File: src/design/fhr_pkg.sv
// What this block does
// First mode: status A bit 7 is interrupt level, bit 6 low if drive two
// First mode: A5 not step, A4 track zero, A3 not side, A2 index
// First mode: A1 low when write protected, A0 high for inward motion
// Alternate mode: A7 interrupt, A6 DMA request, A5 not latched step
// Alternate mode: A4 not track zero pin, A3 side, A2 not index, A1, A0
// First mode: status B bit 5 mirrors drive select bit 0
// First mode: B4 toggles per write pulse rise, B3 per read data rise
// First mode: B2 not write gate, B1 and B0 motor B and A enables
// Alternate mode: B7 low if second drive, B6 B5 drive select pins
// Alternate mode: B4..B2 inverses of write, read and gate latches
// Alternate mode: B1 low when drive D selected, B0 for drive C
// Drive output register is write only and cleared by master reset
// Tape register shows only tape select unless three mode enabled
// Three mode: tape bits 7-6 media ID, bits 3-2 boot drive copies
// Three mode: tape bits 5-4 drive type pair of last selected drive
// Tape select 00 none, 01..11 drives 1..3; drive 0 never tape
// Effective rate follows the latest rate or config control write
// Rate register bit 7 software reset, bit 6 power down
// Precomp code picks delay; 000 default, 001..110 steps, 111 off
// Default delay 125 ns up to 500k, 41.67 ns 1M, 20.8 ns 2M
// Rate bits pick data rate and reduced write current level
// Software sets rate 01 and rate table 10 for 2 Mb/s tape
// Data port carries command traffic; FIFO disabled after reset
package fhr_pkg;
   // Register indices; byte address is four times the index
   localparam logic [3:0] FHR_IDX_STAT_A = 4'h0;
   localparam logic [3:0] FHR_IDX_STAT_B = 4'h1;
   localparam logic [3:0] FHR_IDX_DOR    = 4'h2;
   localparam logic [3:0] FHR_IDX_TAPE   = 4'h3;
   localparam logic [3:0] FHR_IDX_RATE   = 4'h4;
   localparam logic [3:0] FHR_IDX_DATA   = 4'h5;
   localparam logic [3:0] FHR_IDX_CCR    = 4'h7;
   localparam logic [3:0] FHR_IDX_CFG    = 4'h8;
   // Field positions
   localparam int FHR_DOR_RESET_N = 2;
   localparam int FHR_DOR_DMA_EN  = 3;
   localparam int FHR_DOR_MOT_A   = 4;
   localparam int FHR_DOR_MOT_B   = 5;
   localparam int FHR_DR_SWRST    = 7;
   localparam int FHR_DR_PDOWN    = 6;
   localparam int FHR_CFG_3MODE   = 0;
   localparam int FHR_CFG_ALT     = 1;
   localparam int FHR_CFG_TBL     = 2;
   localparam int FHR_CFG_MEDIA   = 8;
   localparam int FHR_CFG_DTYPE   = 16;
   // Reset values and rate or table codes
   localparam logic [7:0]  FHR_DOR_RST  = 8'h00;
   localparam logic [23:0] FHR_CFG_RST  = 24'h000000;
   localparam logic [1:0]  FHR_RATE_RST = 2'h0;
   localparam logic [1:0]  FHR_TBL_2M   = 2'h2;
   localparam logic [1:0]  FHR_RATE_2M  = 2'h1;
   localparam logic [1:0]  FHR_RATE_1M  = 2'h3;
   // Precompensation delays in picoseconds, codes 001..110
   localparam logic [17:0] FHR_PRE_STD [0:5] =
      '{18'h0A2C6, 18'h1458C, 18'h1E848, 18'h28B0E, 18'h32DCA, 18'h3D090};
   localparam logic [17:0] FHR_PRE_2M [0:5] =
      '{18'h05140, 18'h0A0D2, 18'h0F424, 18'h14564, 18'h19708, 18'h1E848};
   localparam logic [17:0] FHR_DEF_STD = 18'h1E848;
   localparam logic [17:0] FHR_DEF_1M  = 18'h0A2C6;
   localparam logic [17:0] FHR_DEF_2M  = 18'h05140;

   // Drive interface pins seen by the register file
   typedef struct packed {
      logic irq;
      logic dma_request_out;
      logic step;
      logic track_zero_in_n;
      logic head;
      logic index;
      logic write_protect;
      logic dir_inward;
      logic read_data;
      logic write_pulse_pin_n;
      logic write_gate_n;
      logic second_drive_absent;
   } fhr_pins_type;

   // Drive controls driven by the register file
   typedef struct packed {
      logic        motor_a_pin_n;
      logic        motor_b_pin_n;
      logic        motor_c_on;
      logic        motor_d_on;
      logic        drive_a_select_pin_n;
      logic        drive_b_select_pin_n;
      logic [1:0]  drive_sel;
      logic        dma_irq_enable;
      logic        ctrl_reset_n;
      logic        soft_reset;
      logic        power_down;
      logic [1:0]  rate_sel;
      logic        reduced_write_current;
      logic [17:0] precomp_ps;
      logic [1:0]  tape_sel;
   } fhr_drive_type;
endpackage

File: src/design/fhr_regs.sv
// Local design decision: the APB interface to the registers.
`timescale 1ns/10ps
module fhr_regs
   import fhr_pkg::*;
(
   input  wire logic          core_clk,
   input  wire logic          reset,
   input  wire logic          psel,
   input  wire logic          penable,
   input  wire logic          pwrite,
   input  wire logic [7:0]    paddr,
   input  wire logic [31:0]   pwdata,
   output logic [31:0]        prdata,
   output logic               pready,
   output logic               pslverr,
   input  wire fhr_pins_type  pins,
   input  wire logic [7:0]    main_flow_status,
   input  wire logic [7:0]    fifo_rd_data,
   input  wire logic          fifo_cfg_load,
   input  wire logic          fifo_cfg_on,
   output fhr_drive_type      drive,
   output logic [7:0]         cmd_wr_data,
   output logic               cmd_wr_pulse,
   output logic               cmd_rd_pulse,
   output logic               fifo_enabled
);

   // Precomp lookup; 2 Mb/s tape uses the halved column
   function automatic logic [17:0] fhr_precomp(input logic [2:0] code,
                                               input logic [1:0] rate,
                                               input logic       tape2m);
      logic [17:0] ps;
      ps = 18'h00000;
      if (code == 3'h0) begin
         ps = tape2m ? FHR_DEF_2M : (rate == FHR_RATE_1M) ? FHR_DEF_1M : FHR_DEF_STD;
      end else if (code != 3'h7) begin
         ps = tape2m ? FHR_PRE_2M[code - 3'h1] : FHR_PRE_STD[code - 3'h1];
      end
      return ps;
   endfunction

   logic [7:0]  dor_reg;
   logic [1:0]  tape_sel_reg;
   logic [23:0] cfg_reg;
   logic [1:0]  rate_reg;
   logic [2:0]  precomp_code_reg;
   logic        pdown_reg;
   logic        swrst_reg;
   logic [17:0] precomp_reg;
   logic [31:0] prdata_reg;
   logic [31:0] rdata_next;
   logic [7:0]  stat_a_next;
   logic [7:0]  stat_b_next;
   logic [7:0]  tape_next;
   logic        step_prev_reg;
   logic        wd_prev_reg;
   logic        rd_prev_reg;
   logic        wd_tog_reg;
   logic        rd_tog_reg;
   logic        step_ff_reg;
   logic        wd_ff_reg;
   logic        rd_ff_reg;
   logic        we_ff_reg;
   logic        fifo_en_reg;
   logic [7:0]  cmd_data_reg;
   logic        cmd_wr_reg;
   logic        cmd_rd_reg;
   logic [3:0]  idx;
   logic        hit;
   logic        setup;
   logic        access;
   logic        wr;
   logic        rd;
   logic        alt_mode;
   logic        three_mode;
   logic [1:0]  sel;
   logic        step_rise;
   logic        wd_rise;
   logic        rd_rise;
   logic        tape2m;

   // Bus decode; zero wait states, read data captured in the setup cycle
   assign idx    = paddr[5:2];
   assign hit    = (paddr[7:6] == 2'h0) && (paddr[1:0] == 2'h0) &&
                   ((idx <= FHR_IDX_DATA) || (idx == FHR_IDX_CCR) || (idx == FHR_IDX_CFG));
   assign setup  = psel && !penable;
   assign access = psel && penable;
   assign wr     = access && pwrite && hit;
   assign rd     = access && !pwrite && hit;
   assign pready  = access;
   assign pslverr = access && !hit;
   assign prdata  = prdata_reg;

   assign alt_mode   = cfg_reg[FHR_CFG_ALT];
   assign three_mode = cfg_reg[FHR_CFG_3MODE];
   assign sel        = dor_reg[1:0];
   assign tape2m     = (rate_reg == FHR_RATE_2M) &&
                       (cfg_reg[FHR_CFG_TBL +: 2] == FHR_TBL_2M);
   assign step_rise  = pins.step && !step_prev_reg;
   assign wd_rise    = pins.write_pulse_pin_n && !wd_prev_reg;
   assign rd_rise    = pins.read_data && !rd_prev_reg;

   // Drive outputs; pins are active low selects and motors A and B, motors C and D active high
   always_comb begin
      drive.motor_a_pin_n         = !dor_reg[FHR_DOR_MOT_A];
      drive.motor_b_pin_n         = !dor_reg[FHR_DOR_MOT_B];
      drive.motor_c_on            = dor_reg[6];
      drive.motor_d_on            = dor_reg[7];
      drive.drive_a_select_pin_n  = (sel != 2'h0);
      drive.drive_b_select_pin_n  = (sel != 2'h1);
      drive.drive_sel             = sel;
      drive.dma_irq_enable        = dor_reg[FHR_DOR_DMA_EN];
      drive.ctrl_reset_n          = dor_reg[FHR_DOR_RESET_N];
      drive.soft_reset            = swrst_reg;
      drive.power_down            = pdown_reg;
      drive.rate_sel              = rate_reg;
      drive.reduced_write_current = !(rate_reg[1] ^ rate_reg[0]);
      drive.precomp_ps            = precomp_reg;
      drive.tape_sel              = tape_sel_reg;
   end

   // Status A in both modes
   always_comb begin
      if (!alt_mode) begin
         stat_a_next = {pins.irq, pins.second_drive_absent, !pins.step,
                        pins.track_zero_in_n, !pins.head, pins.index,
                        !pins.write_protect, pins.dir_inward};
      end else begin
         stat_a_next = {pins.irq, pins.dma_request_out, !step_ff_reg,
                        !pins.track_zero_in_n, pins.head, !pins.index,
                        pins.write_protect, !pins.dir_inward};
      end
   end

   // Status B; unused high bits of the first mode read as ones
   always_comb begin
      if (!alt_mode) begin
         stat_b_next = {2'h3, sel[0],
                        wd_tog_reg, rd_tog_reg,
                        !pins.write_gate_n, dor_reg[FHR_DOR_MOT_B],
                        dor_reg[FHR_DOR_MOT_A]};
      end else begin
         stat_b_next = {pins.second_drive_absent,
                        drive.drive_b_select_pin_n, drive.drive_a_select_pin_n,
                        !wd_ff_reg, !rd_ff_reg, !we_ff_reg,
                        (sel != 2'h3), (sel != 2'h2)};
      end
   end

   // Tape register; extra fields hidden outside three mode
   always_comb begin
      tape_next = {6'h00, tape_sel_reg};
      if (three_mode) begin
         tape_next = {cfg_reg[FHR_CFG_MEDIA + 4], cfg_reg[FHR_CFG_MEDIA + 5],
                      cfg_reg[FHR_CFG_DTYPE + {sel, 1'b1}],
                      cfg_reg[FHR_CFG_DTYPE + {sel, 1'b0}],
                      cfg_reg[FHR_CFG_MEDIA + 7], cfg_reg[FHR_CFG_MEDIA + 6],
                      tape_sel_reg};
      end
   end

   // Read mux; write only locations read as zero
   always_comb begin
      rdata_next = 32'h00000000;
      if (hit) begin
         unique case (idx)
            FHR_IDX_STAT_A: rdata_next[7:0] = stat_a_next;
            FHR_IDX_STAT_B: rdata_next[7:0] = stat_b_next;
            FHR_IDX_TAPE:   rdata_next[7:0] = tape_next;
            FHR_IDX_RATE:   rdata_next[7:0] = main_flow_status;
            FHR_IDX_DATA:   rdata_next[7:0] = fifo_rd_data;
            FHR_IDX_CFG:    rdata_next[23:0] = cfg_reg;
            default:        rdata_next = 32'h00000000;
         endcase
      end
   end

   // Read data held from setup through the access cycle
   always_ff @(posedge core_clk) begin
      if (reset) begin
         prdata_reg <= 32'h00000000;
      end else if (setup && !pwrite) begin
         prdata_reg <= rdata_next;
      end
   end

   // Drive output register, cleared by master reset only
   always_ff @(posedge core_clk) begin
      if (reset) begin
         dor_reg <= FHR_DOR_RST;
      end else if (wr && idx == FHR_IDX_DOR) begin
         dor_reg <= pwdata[7:0];
      end
   end

   // Tape select and local configuration
   always_ff @(posedge core_clk) begin
      if (reset) begin
         tape_sel_reg <= 2'h0;
         cfg_reg      <= FHR_CFG_RST;
      end else begin
         if (wr && idx == FHR_IDX_TAPE) begin
            tape_sel_reg <= pwdata[1:0];
         end
         if (wr && idx == FHR_IDX_CFG) begin
            cfg_reg <= pwdata[23:0];
         end
      end
   end

   // Rate follows whichever of the two registers was written last
   always_ff @(posedge core_clk) begin
      if (reset) begin
         rate_reg <= FHR_RATE_RST;
      end else if (wr && (idx == FHR_IDX_RATE || idx == FHR_IDX_CCR)) begin
         rate_reg <= pwdata[1:0];
      end
   end

   // Rate register side fields; soft reset is a single pulse
   always_ff @(posedge core_clk) begin
      if (reset) begin
         precomp_code_reg <= 3'h0;
         pdown_reg        <= 1'b0;
         swrst_reg        <= 1'b0;
      end else begin
         swrst_reg <= wr && idx == FHR_IDX_RATE && pwdata[FHR_DR_SWRST];
         if (wr && idx == FHR_IDX_RATE) begin
            pdown_reg        <= pwdata[FHR_DR_PDOWN];
            precomp_code_reg <= pwdata[4:2];
         end
      end
   end

   // Registered precomp so the delay output is glitch free
   always_ff @(posedge core_clk) begin
      if (reset) begin
         precomp_reg <= FHR_DEF_STD;
      end else begin
         precomp_reg <= fhr_precomp(precomp_code_reg, rate_reg, tape2m);
      end
   end

   // Edge history of the monitored pins
   always_ff @(posedge core_clk) begin
      if (reset) begin
         step_prev_reg <= 1'b0;
         wd_prev_reg   <= 1'b1;
         rd_prev_reg   <= 1'b0;
      end else begin
         step_prev_reg <= pins.step;
         wd_prev_reg   <= pins.write_pulse_pin_n;
         rd_prev_reg   <= pins.read_data;
      end
   end

   // Toggles for the first mode
   always_ff @(posedge core_clk) begin
      if (reset) begin
         wd_tog_reg <= 1'b0;
         rd_tog_reg <= 1'b0;
      end else begin
         wd_tog_reg <= wd_tog_reg ^ wd_rise;
         rd_tog_reg <= rd_tog_reg ^ rd_rise;
      end
   end

   // Sticky latches, cleared by reading their status register; set wins
   always_ff @(posedge core_clk) begin
      if (reset) begin
         step_ff_reg <= 1'b0;
         wd_ff_reg   <= 1'b0;
         rd_ff_reg   <= 1'b0;
         we_ff_reg   <= 1'b0;
      end else begin
         step_ff_reg <= step_rise || (step_ff_reg && !(rd && idx == FHR_IDX_STAT_A));
         wd_ff_reg   <= wd_rise || (wd_ff_reg && !(rd && idx == FHR_IDX_STAT_B));
         rd_ff_reg   <= rd_rise || (rd_ff_reg && !(rd && idx == FHR_IDX_STAT_B));
         we_ff_reg   <= !pins.write_gate_n || (we_ff_reg && !(rd && idx == FHR_IDX_STAT_B));
      end
   end

   // Data port strobes toward the command sequencer
   always_ff @(posedge core_clk) begin
      if (reset) begin
         cmd_data_reg <= 8'h00;
         cmd_wr_reg   <= 1'b0;
         cmd_rd_reg   <= 1'b0;
      end else begin
         cmd_wr_reg <= wr && idx == FHR_IDX_DATA;
         cmd_rd_reg <= rd && idx == FHR_IDX_DATA;
         if (wr && idx == FHR_IDX_DATA) begin
            cmd_data_reg <= pwdata[7:0];
         end
      end
   end

   // FIFO stays off until the configure command turns it on
   always_ff @(posedge core_clk) begin
      if (reset) begin
         fifo_en_reg <= 1'b0;
      end else if (fifo_cfg_load) begin
         fifo_en_reg <= fifo_cfg_on;
      end
   end

   assign cmd_wr_data  = cmd_data_reg;
   assign cmd_wr_pulse = cmd_wr_reg;
   assign cmd_rd_pulse = cmd_rd_reg;
   assign fifo_enabled = fifo_en_reg;
endmodule

File: config.mk
export PLATFORM = sky130hd
export DESIGN_NAME = fhr_regs
export DESIGN_NICKNAME = d
export VERILOG_FILES = /design/src/design/fhr_pkg.sv /design/src/design/fhr_regs.sv
export SDC_FILE = /design/constraint.sdc
export NUM_CORES = 1
export LEC_CHECK = 0
export BUFFER_PORTS_ARGS = -buffer_cell sky130_fd_sc_hd__buf_2
export CAP_MARGIN = 30
export CELL_PAD_IN_SITES_DETAIL_PLACEMENT = 1
export CELL_PAD_IN_SITES_GLOBAL_PLACEMENT = 1
export CORE_MARGIN = 4
export CORE_UTILIZATION = 37
export DETAILED_ROUTE_END_ITERATION = 12
export GPL_TIMING_DRIVEN = 1
export PLACE_DENSITY_LB_ADDON = 0.1
export SYNTH_ARGS = -nofsm -noshare
export SYNTH_HDL_FRONTEND = slang
export SYNTH_SLANG_ARGS = --single-unit
File: constraint.sdc
create_clock -name core_clk -period 2.51 [get_ports core_clk]
set_input_delay 0.3765 -clock core_clk [delete_from_list [all_inputs] [get_ports core_clk]]
set_output_delay 0.3765 -clock core_clk [all_outputs]
set_load 0.03 [all_outputs]
After elaboration in Yosys (flattened, before gate mapping) --
Memories as Yosys holds them, arrays and structs flattened. Index checks and enable logic that the tools add are counted.
Word-level totals: register bits 111, ROM bits 288, input bits 75, output and inout bits 80, word-level logic and storage cells 130, memories 2
Memories:
- (name not given) | depth 8, bits a word 18, read ports 1, clocked after Yosys merged registers in 0, write ports 0, line fhr_regs.sv:37 | ps = tape2m ? FHR_PRE_2M[code - 3'h1] : FHR_PRE_STD[code - 3'h1];
- (name not given) | depth 8, bits a word 18, read ports 1, clocked after Yosys merged registers in 0, write ports 0, line fhr_regs.sv:37
Operators by class: $add $sub $neg 3, $lt $le $gt $ge 4, eq/ne operators 14, multiplexer cells 19, bitwise operators 4, reduce and logical (&&, ||, !) cells 62
Operator list (count):
- 18-bit two-way mux | 7
- 8-bit case mux with 6 select lines | 1
- 17-bit two-way mux | 2
- 1-bit logical AND | 28
- 24-bit two-way mux | 1
- 1-bit zero test | 22
- 16-bit two-way mux | 1
- 8-bit two-way mux | 2
- 5-bit by 3-bit adder with 6-bit output (first input constant) | 2
- 4-bit by 3-bit == test with 1-bit output (second input constant) | 3
- 6-bit < comparator (second input constant) | 2
- 1-bit binary-select mux with 5-bit select | 2
- 4-bit by 2-bit == test with 1-bit output (second input constant) | 2
- 1-bit logical OR | 7
- 7-bit two-way mux | 1
- 2-bit == test (second input constant) | 2
- 4-bit by 1-bit == test with 1-bit output (second input constant) | 1
- 4-bit == test (second input constant) | 1
- 4-bit greater-or-equal comparator (second input constant) | 1
- 4-bit by 3-bit less-or-equal comparator with 1-bit output (second input constant) | 1
- 2-bit zero test | 2
- 4-bit zero test | 1
- 2-bit inequality test (second input constant) | 2
- 3-bit inverter with 4-bit output | 1
- 8 further kinds | 11

Depth between registers and ports, before layout --
Gate-level depths: netlist of run 1.
depth in word-level cells 9, mapped depth 10, gate-level depth less buffers 8

Worst setup path before layout of run 1 --
Ideal clock, no wire load.
kind flip-flop to flip-flop, from reg precomp_code_reg[0], to reg precomp_reg[14], library setup time 120 ps, arrival time 2109 ps, required time 2390 ps, setup slack 281 ps, cell stages (with the launch flop) 10, buffers on the path 2, period minus slack after synthesis 2229 ps, path through dfxtp_1 > clkbuf_1 > inv_1 > ha_1 > inv_1 > ha_1 > clkbuf_1 > mux2i_1 > a21oi_1 > a211o_1
On the way: word-level cells in the longest chain between the ends 8, elaborated cells on any way between the ends 13, those cells by class add/sub: 1; eq/ne: 1; mux: 7; bitwise: 1; reduce/logical: 1; memory: 2
Ends and longest elaborated chain:
- start: declaration | line fhr_regs.sv:46 | logic [2:0] precomp_code_reg;
- start signal: assignment | line fhr_regs.sv:230 | precomp_code_reg <= pwdata[4:2];
- 3-bit by 1-bit subtractor with 3-bit output | line fhr_regs.sv:37
- 3-bit inverter with 4-bit output (not written as such) | line fhr_regs.sv:37
- memory read 8 x 18 bit
- 18-bit two-way mux (not written as such) (2 in a row) | line fhr_regs.sv:37
- 18-bit two-way mux | line fhr_regs.sv:37
- 18-bit two-way mux | line fhr_regs.sv:36 | end else if (code != 3'h7) begin
- 18-bit two-way mux * | line fhr_regs.sv:34 | if (code == 3'h0) begin
- end signal: assignment | line fhr_regs.sv:240 | precomp_reg <= fhr_precomp(precomp_code_reg, rate_reg, tape2m);
- end: declaration | line fhr_regs.sv:49 | logic [17:0] precomp_reg;
Every way passes the cells marked *; elsewhere a longest branch is shown, timed or not. The select of a mux whose other input is x is not followed. A chain may end at the register's enable or synchronous reset.

Worst setup path in the final report of run 1 --
from reg precomp_code_reg[1], to reg precomp_reg[15]
The elaborated chain is that of the path after synthesis.

==> reports/results.tsv, run 1 <==
stage	metric	value	unit
synth	Syn Inst Count	538	
sta	final count of pins violating max slew	0	
global_routing	Total GRT Usage	0.200	
drt	Vias/cell	5.12	
sta	post-route setup slack	403	ps
cells_and_area	Non-Filler Instances	828	
cells_and_area	Layout Cell Area excl Fill	5790	µm²
sta	f_max	475	MHz
run	Max-Cap Viols	0	
drt	routed via count	4242	
global_routing	global-route wire length before repair	23000	µm
sta	Fin Hold WS	217	ps
critical_path	largest fanout on the critical path	12	
floorplanning	Initial Util	0.384	
place	Post-DP Area	5480	µm²
cells_and_area	P&R area growth vs syn	22.9	%
floorplanning	total I/O pin count	155	
synth	Synth cell types	55	
cells_and_area	Filler Cell Count	1490	
synth	sequential fraction of the synthesis area	0.433	
synth	Adder-Cell Fraction of Synth Area	0.0292	
critical_path	Setup crit start kind	flip-flop	
clock_network	Post-CTS Hold Buffers	0	
critical_path	endpoint type of the worst setup path	flip-flop	
critical_path	critical path class	flip-flop to flip-flop	
synth	Cell Area, Synth	4710	µm²
clock_network	CTS resizes	0	
sta	Hold Violations, Final	0	
clock_network	H-Tree Level Count	3	
drt	post-route ant nets	0	
clock_network	clk slew on worst S/H paths	70	ps
global_routing	vias in the first global route	4255	
sta	Fin Setup TNS	0	ps
clock_network	TritonCTS clock tree	built	
cells_and_area	NumNets Final	741	
pwr	Leak Pwr	2.55	nW
synth	yosys warns	0	
synth	#FFs+latches synth	102	
clock_network	clk sinks	102	
sta	slew margin rel.	0.463	
global_routing	initial antenna violation count	0	
floorplanning	Core Area	12300	µm²
critical_path	CP required	2780	ps
synth	syn_area_per_cell	8.76	µm²
synth	post-synthesis compound-gate area fraction	0.172	
clock_network	Clock Latency Late Sink	350	ps
synth	Post-synth EDFFs	0	
pwr	maximum vdd drop	0.325	mV
drt	# DRC	0	
place	Final HPWL DP	10700	µm
clock_network	root buffer cell	clkbuf_16	
clock_network	clk buf depth	2	
sta	fin crit period	2110	ps
sta	unrepaired setup endpoints after global routing	false	
sta	Worst-Margin Slew	804	ps
place	GP Congestion	0.849	
drt	drt first pass iters	6	
clock_network	post-CTS setup buffer count	0	
sta	Max Clock Skew	9.04	ps
cells_and_area	Post-Route Utilization	0.472	
place	dpl ws	178	ps
drt	Iter 0 DRT Violations	201	
floorplanning	Core Rows	40	
sta	final setup vio count	0	
sta	period utilisation layout	0.840	
run_status	status	completed	
critical_path	WP data arrival	2380	ps
cells_and_area	layout cells sized above 1	0.305	
drt	Routed wire per std cell	17.3	µm
synth	multiplexer area fraction after synthesis	0.0826	
synth	Async S/R FF share, synth	0	
pwr	Total Power	3.31	mW
cells_and_area	most frequent cells in the layout	137 x buf_2, 102 x dfxtp_1, 65 x nand2_1, 62 x nor2_1, 36 x a21oi_1	
worst_hold_path	worst min path class	primary input to flip-flop	
pwr	Pwr Density	572	nW/µm²
drt	Post-Route WL	14300	µm
floorplanning	die height	121	µm
synth	Post-Synth Simple-Gate Area	0.202	
global_routing	pin count of the biggest net entering global routing	62	
place	# port buffers	137	
clock_network	Num CTS Buffers	9	
cells_and_area	most common cell after layout, fill and taps aside	buf_2	
synth	Synth Flop Type	dfxtp_1	
place	DP Cell Count	812	
global_routing	GRT overflow	0	
cells_and_area	n_diodes	0	
floorplanning	Horiz. Die Dim	121	µm
synth	largest family of logic cells by synthesized area	simple AND/OR/NAND/NOR gates	
floorplanning	DIE AREA	14600	µm²
synth	XOR/XNOR share of the synthesized area	0.0111	
-- critical path, stage by stage (launching register included) --
cell and delay, ps:
dfxtp_1 400, inv_1 150, ha_1 170, inv_1 40, ha_1 500, mux2_2 400
nor2_1 130, a21oi_1 70, o21ai_0 150
-- layer usage --
layer  track usage  part of all wire  vias to the layer above
met5             0                 0                        -
met2         0.334              0.49                      103
met1         0.256              0.45                     2055
met3        0.0564             0.054                       14
met4        0.0496             0.013                        0
li1              -                 -                     2070
-- cells by family (layout without fill, tap and decap cells) --
| group | Yosys count | after routing |
|---|---|---|
| fa+ha+maj | 11 | 11 |
| mux | 36 | 36 |
| simple gates | 198 | 198 |
| compound gates | 120 | 120 |
| flops | 102 | 102 |
| xor+xnor | 6 | 6 |
| buf+inv | 64 | 178 |
| other cells | 1 | 9 |
-- area by class of cell --
| type | instances | area [µm²] | share of cell area |
|---|---|---|---|
| multi-input cells | 380 | 2370 | 0.410 |
| flip-flops and latches | 102 | 2040 | 0.353 |
| repair buffers | 151 | 816 | 0.141 |
| clock buffers | 11 | 243 | 0.0419 |
| well taps | 168 | 210 | 0.0363 |
| clock inverters | 5 | 65.1 | 0.0112 |
| inverters | 11 | 41.3 | 0.00713 |
-- final timing paths --
kind                          end  cells after the start                start  slack [ps]
hold reg to reg         we_ff_reg                      2            we_ff_reg         460
setup reg to reg  precomp_reg[15]                      8  precomp_code_reg[1]         400
hold / removal          we_ff_reg                      2              pins[1]         220
setup / recovery  precomp_reg[15]                      8  precomp_code_reg[1]         400
-- power by group --
group | internal, mW | switching [mW] | leakage (nW) | total [mW]
Sequential | 1.63 | 0.00574 | 0.824 | 1.63
Clock | 0.812 | 0.637 | 0.144 | 1.45
Combinational | 0.0816 | 0.147 | 1.58 | 0.228
-- cells in the mapped netlist (2+ instances only) --
library cell	instances	area, µm²
a211o_1	2	17.5
a21o_1	2	15.0
a21oi_1	36	180
a21oi_2	10	87.6
a221oi_1	3	26.3
a22o_1	7	61.3
a22oi_1	20	150
a31oi_1	2	12.5
a32oi_1	4	35.0
and2_1	3	18.8
buf_2	3	15.0
buf_4	18	135
buf_6	2	22.5
clkbuf_1	29	109
dfxtp_1	102	2040
ha_1	11	138
inv_1	11	41.3
mux2_2	3	33.8
mux2i_1	31	310
mux4_2	2	45.0
nand2_1	65	244
nand2_2	10	62.6
nand2b_1	9	56.3
nand3_1	11	55.1
nand3b_1	3	22.5
nor2_1	62	233
nor2b_1	10	62.6
nor3_1	7	35.0
nor3b_1	2	15.0
nor4_1	2	12.5
o211ai_1	3	22.5
o21ai_0	18	90.1
o221ai_1	2	17.5
o311ai_0	2	17.5
o31a_1	2	17.5
o31ai_1	3	22.5
or2_2	4	25.0
xnor2_1	5	43.8
(Power assumes the default switching activity.)
==> run 2, diff against run 1 <==
--- a/config.mk
+++ b/config.mk
@@ -10,7 +10,7 @@
 export CELL_PAD_IN_SITES_DETAIL_PLACEMENT = 1
 export CELL_PAD_IN_SITES_GLOBAL_PLACEMENT = 1
 export CORE_MARGIN = 4
-export CORE_UTILIZATION = 37
+export CORE_UTILIZATION = 33
 export DETAILED_ROUTE_END_ITERATION = 12
 export GPL_TIMING_DRIVEN = 1
 export PLACE_DENSITY_LB_ADDON = 0.1
==> constraint.sdc (replaced) <==
create_clock -name core_clk -period 1.8 [get_ports core_clk]
set_input_delay 0.27 -clock core_clk [delete_from_list [all_inputs] [get_ports core_clk]]
set_output_delay 0.27 -clock core_clk [all_outputs]
set_load 0.03 [all_outputs]
==> reports/results.tsv, run 2 (synthesis gave the netlist of run 1 again) <==
stage	metric	value	unit
cells_and_area	most frequent cells in the layout	137 x buf_2, 101 x dfxtp_1, 65 x nand2_1, 62 x nor2_1	
sta	Hold Violations, Final	0	
sta	Fin Setup TNS	0	ps
clock_network	Clock Latency Late Sink	350	ps
global_routing	met1 Use GR	0.240	
sta	slew margin rel.	0.603	
clock_network	TritonCTS clock tree	built	
sta	final setup vio count	0	
cells_and_area	Post-Route Utilization	0.441	
sta	Max Clock Skew	9.11	ps
drt	drt first pass iters	4	
critical_path	CP cell instances	inv_6 -> ha_4 -> inv_2 -> ha_4 -> mux2i_4 -> a21oi_1 -> a211o_1	
drt	Iter 0 DRT Violations	205	
clock_network	clk slew on worst S/H paths	70	ps
floorplanning	Initial Util	0.338	
place	DP Cell Count	852	
clock_network	H-Tree Level Count	3	
global_routing	initial antenna violation count	0	
cells_and_area	Non-Filler Instances	870	
run	Max-Cap Viols	0	
cells_and_area	NumNets Final	771	
sta	post-route setup slack	129	ps
global_routing	Most Crowded Layer GR	met2	
floorplanning	Core Rows	43	
critical_path	largest fanout on the critical path	8	
critical_path	CP max-delay cell	dfxtp_2	
cells_and_area	most common cell after layout, fill and taps aside	buf_2	
critical_path	WP data arrival	1900	ps
sta	unrepaired setup endpoints after global routing	false	
drt	post-route ant nets	0	
cells_and_area	layout cells sized above 1	0.348	
critical_path	most used cell along the critical path	ha_4	
clock_network	clk buf depth	2	
run_status	status	completed	
sta	fin crit period	1670	ps
place	dpl ws	-187	ps
critical_path	CP required	2030	ps
sta	Fin Hold WS	112	ps
critical_path	endpoint type of the worst setup path	flip-flop	
global_routing	global-route wire length before repair	23900	µm
place	Final HPWL DP	11800	µm
sta	final count of pins violating max slew	0	
critical_path	Setup crit start kind	flip-flop	
global_routing	pin count of the biggest net entering global routing	57	
worst_hold_path	worst min path class	primary input to flip-flop	
place	# port buffers	137	
clock_network	Num CTS Buffers	9	
worst_hold_path	cell count of the worst hold path	2	
cells_and_area	n_diodes	0	
global_routing	met2 Usage GRT	0.314	
floorplanning	Core Area	13900	µm²
critical_path	max incr delay on CP	340	ps
cells_and_area	P&R area growth vs syn	30.3	%
drt	Post-Route WL	15300	µm
place	Post-DP Area	5830	µm²
sta	period utilisation layout	0.928	
critical_path	Worst Reg2Reg Path Length in Cells	7	
floorplanning	Horiz. Die Dim	128	µm
sta	f_max	599	MHz
global_routing	GRT overflow	0	
critical_path	CP bufs+invs	2	
drt	Routed wire per std cell	17.6	µm
sta	Worst-Margin Slew	595	ps
floorplanning	total I/O pin count	155	
pwr	Pwr Density	745	nW/µm²
global_routing	vias in the first global route	4593	
place	GP Congestion	0.881	
pwr	maximum vdd drop	0.472	mV
cells_and_area	Layout Cell Area excl Fill	6140	µm²
critical_path	critical path class	flip-flop to flip-flop	
clock_network	clk sinks	102	
global_routing	Total GRT Usage	0.187	
drt	# DRC	0	
pwr	Total Power	4.57	mW
critical_path	critical path depth	7	
global_routing	M3 GR Usage	0.0347	
drt	Vias/cell	5.02	
drt	routed via count	4365	
pwr	Leak Pwr	2.73	nW
clock_network	root buffer cell	clkbuf_16	
floorplanning	DIE AREA	16300	µm²
floorplanning	die height	128	µm
clock_network	Post-CTS Hold Buffers	0	
critical_path	Crit path max-delay family	adder cells	
## run 2: cell count changes in the layout (fill, tap and decap cells not counted), sizes merged
cell and change:
buf +30, bufinv -1, clkinv +2, clkinvlp -1
## run 2: cell type report
class                      count  area [µm²]
fill                        1707        7790
multi-input combinational    380        2420
sequential                   102        2040
timing repair buffer         181        1120
clock buffer                  11         253
tap                          180         225
inverter                      11        46.3
clock inverter                 5        41.3
## run 2: power breakdown
| part | internal, mW | total, mW | switching [mW] |
|---|---|---|---|
| Clock | 1.03 | 1.95 | 0.917 |
| Combinational | 0.136 | 0.348 | 0.211 |
| Sequential | 2.27 | 2.28 | 0.00791 |
## run 2: worst paths after layout
| path | slack [ps] | startpoint | to |
|---|---|---|---|
| worst max-delay path | 130 | precomp_code_reg[0] | precomp_reg[14] |
| worst min-delay path | 110 | pins[1] | we_ff_reg |
| worst max register to register | 130 | precomp_code_reg[0] | precomp_reg[14] |
| worst min register to register | 460 | cfg_reg[8] | cfg_reg[8] |
## run 2: per-layer routing
layer	share of wire	routed length [µm]
met1	0.45	6840
met4	0.022	344
met2	0.48	7380
met5	0	0
met3	0.049	750
## run 2: what timing repair did
item / CTS / global route
setup endpoints to repair: 0 / 5
gates resized for setup: 0 / 2
buffers inserted: 0 / 2
## run 2: worst reg2reg max path, delay by kind of cell (launching register included)
family	cells	cell delay, ps
buffers and inverters	2	120
flip-flops	1	340
AO/OA/AOI/OAI	2	390
multiplexers	1	260
adder cells (fa/ha/maj)	2	450
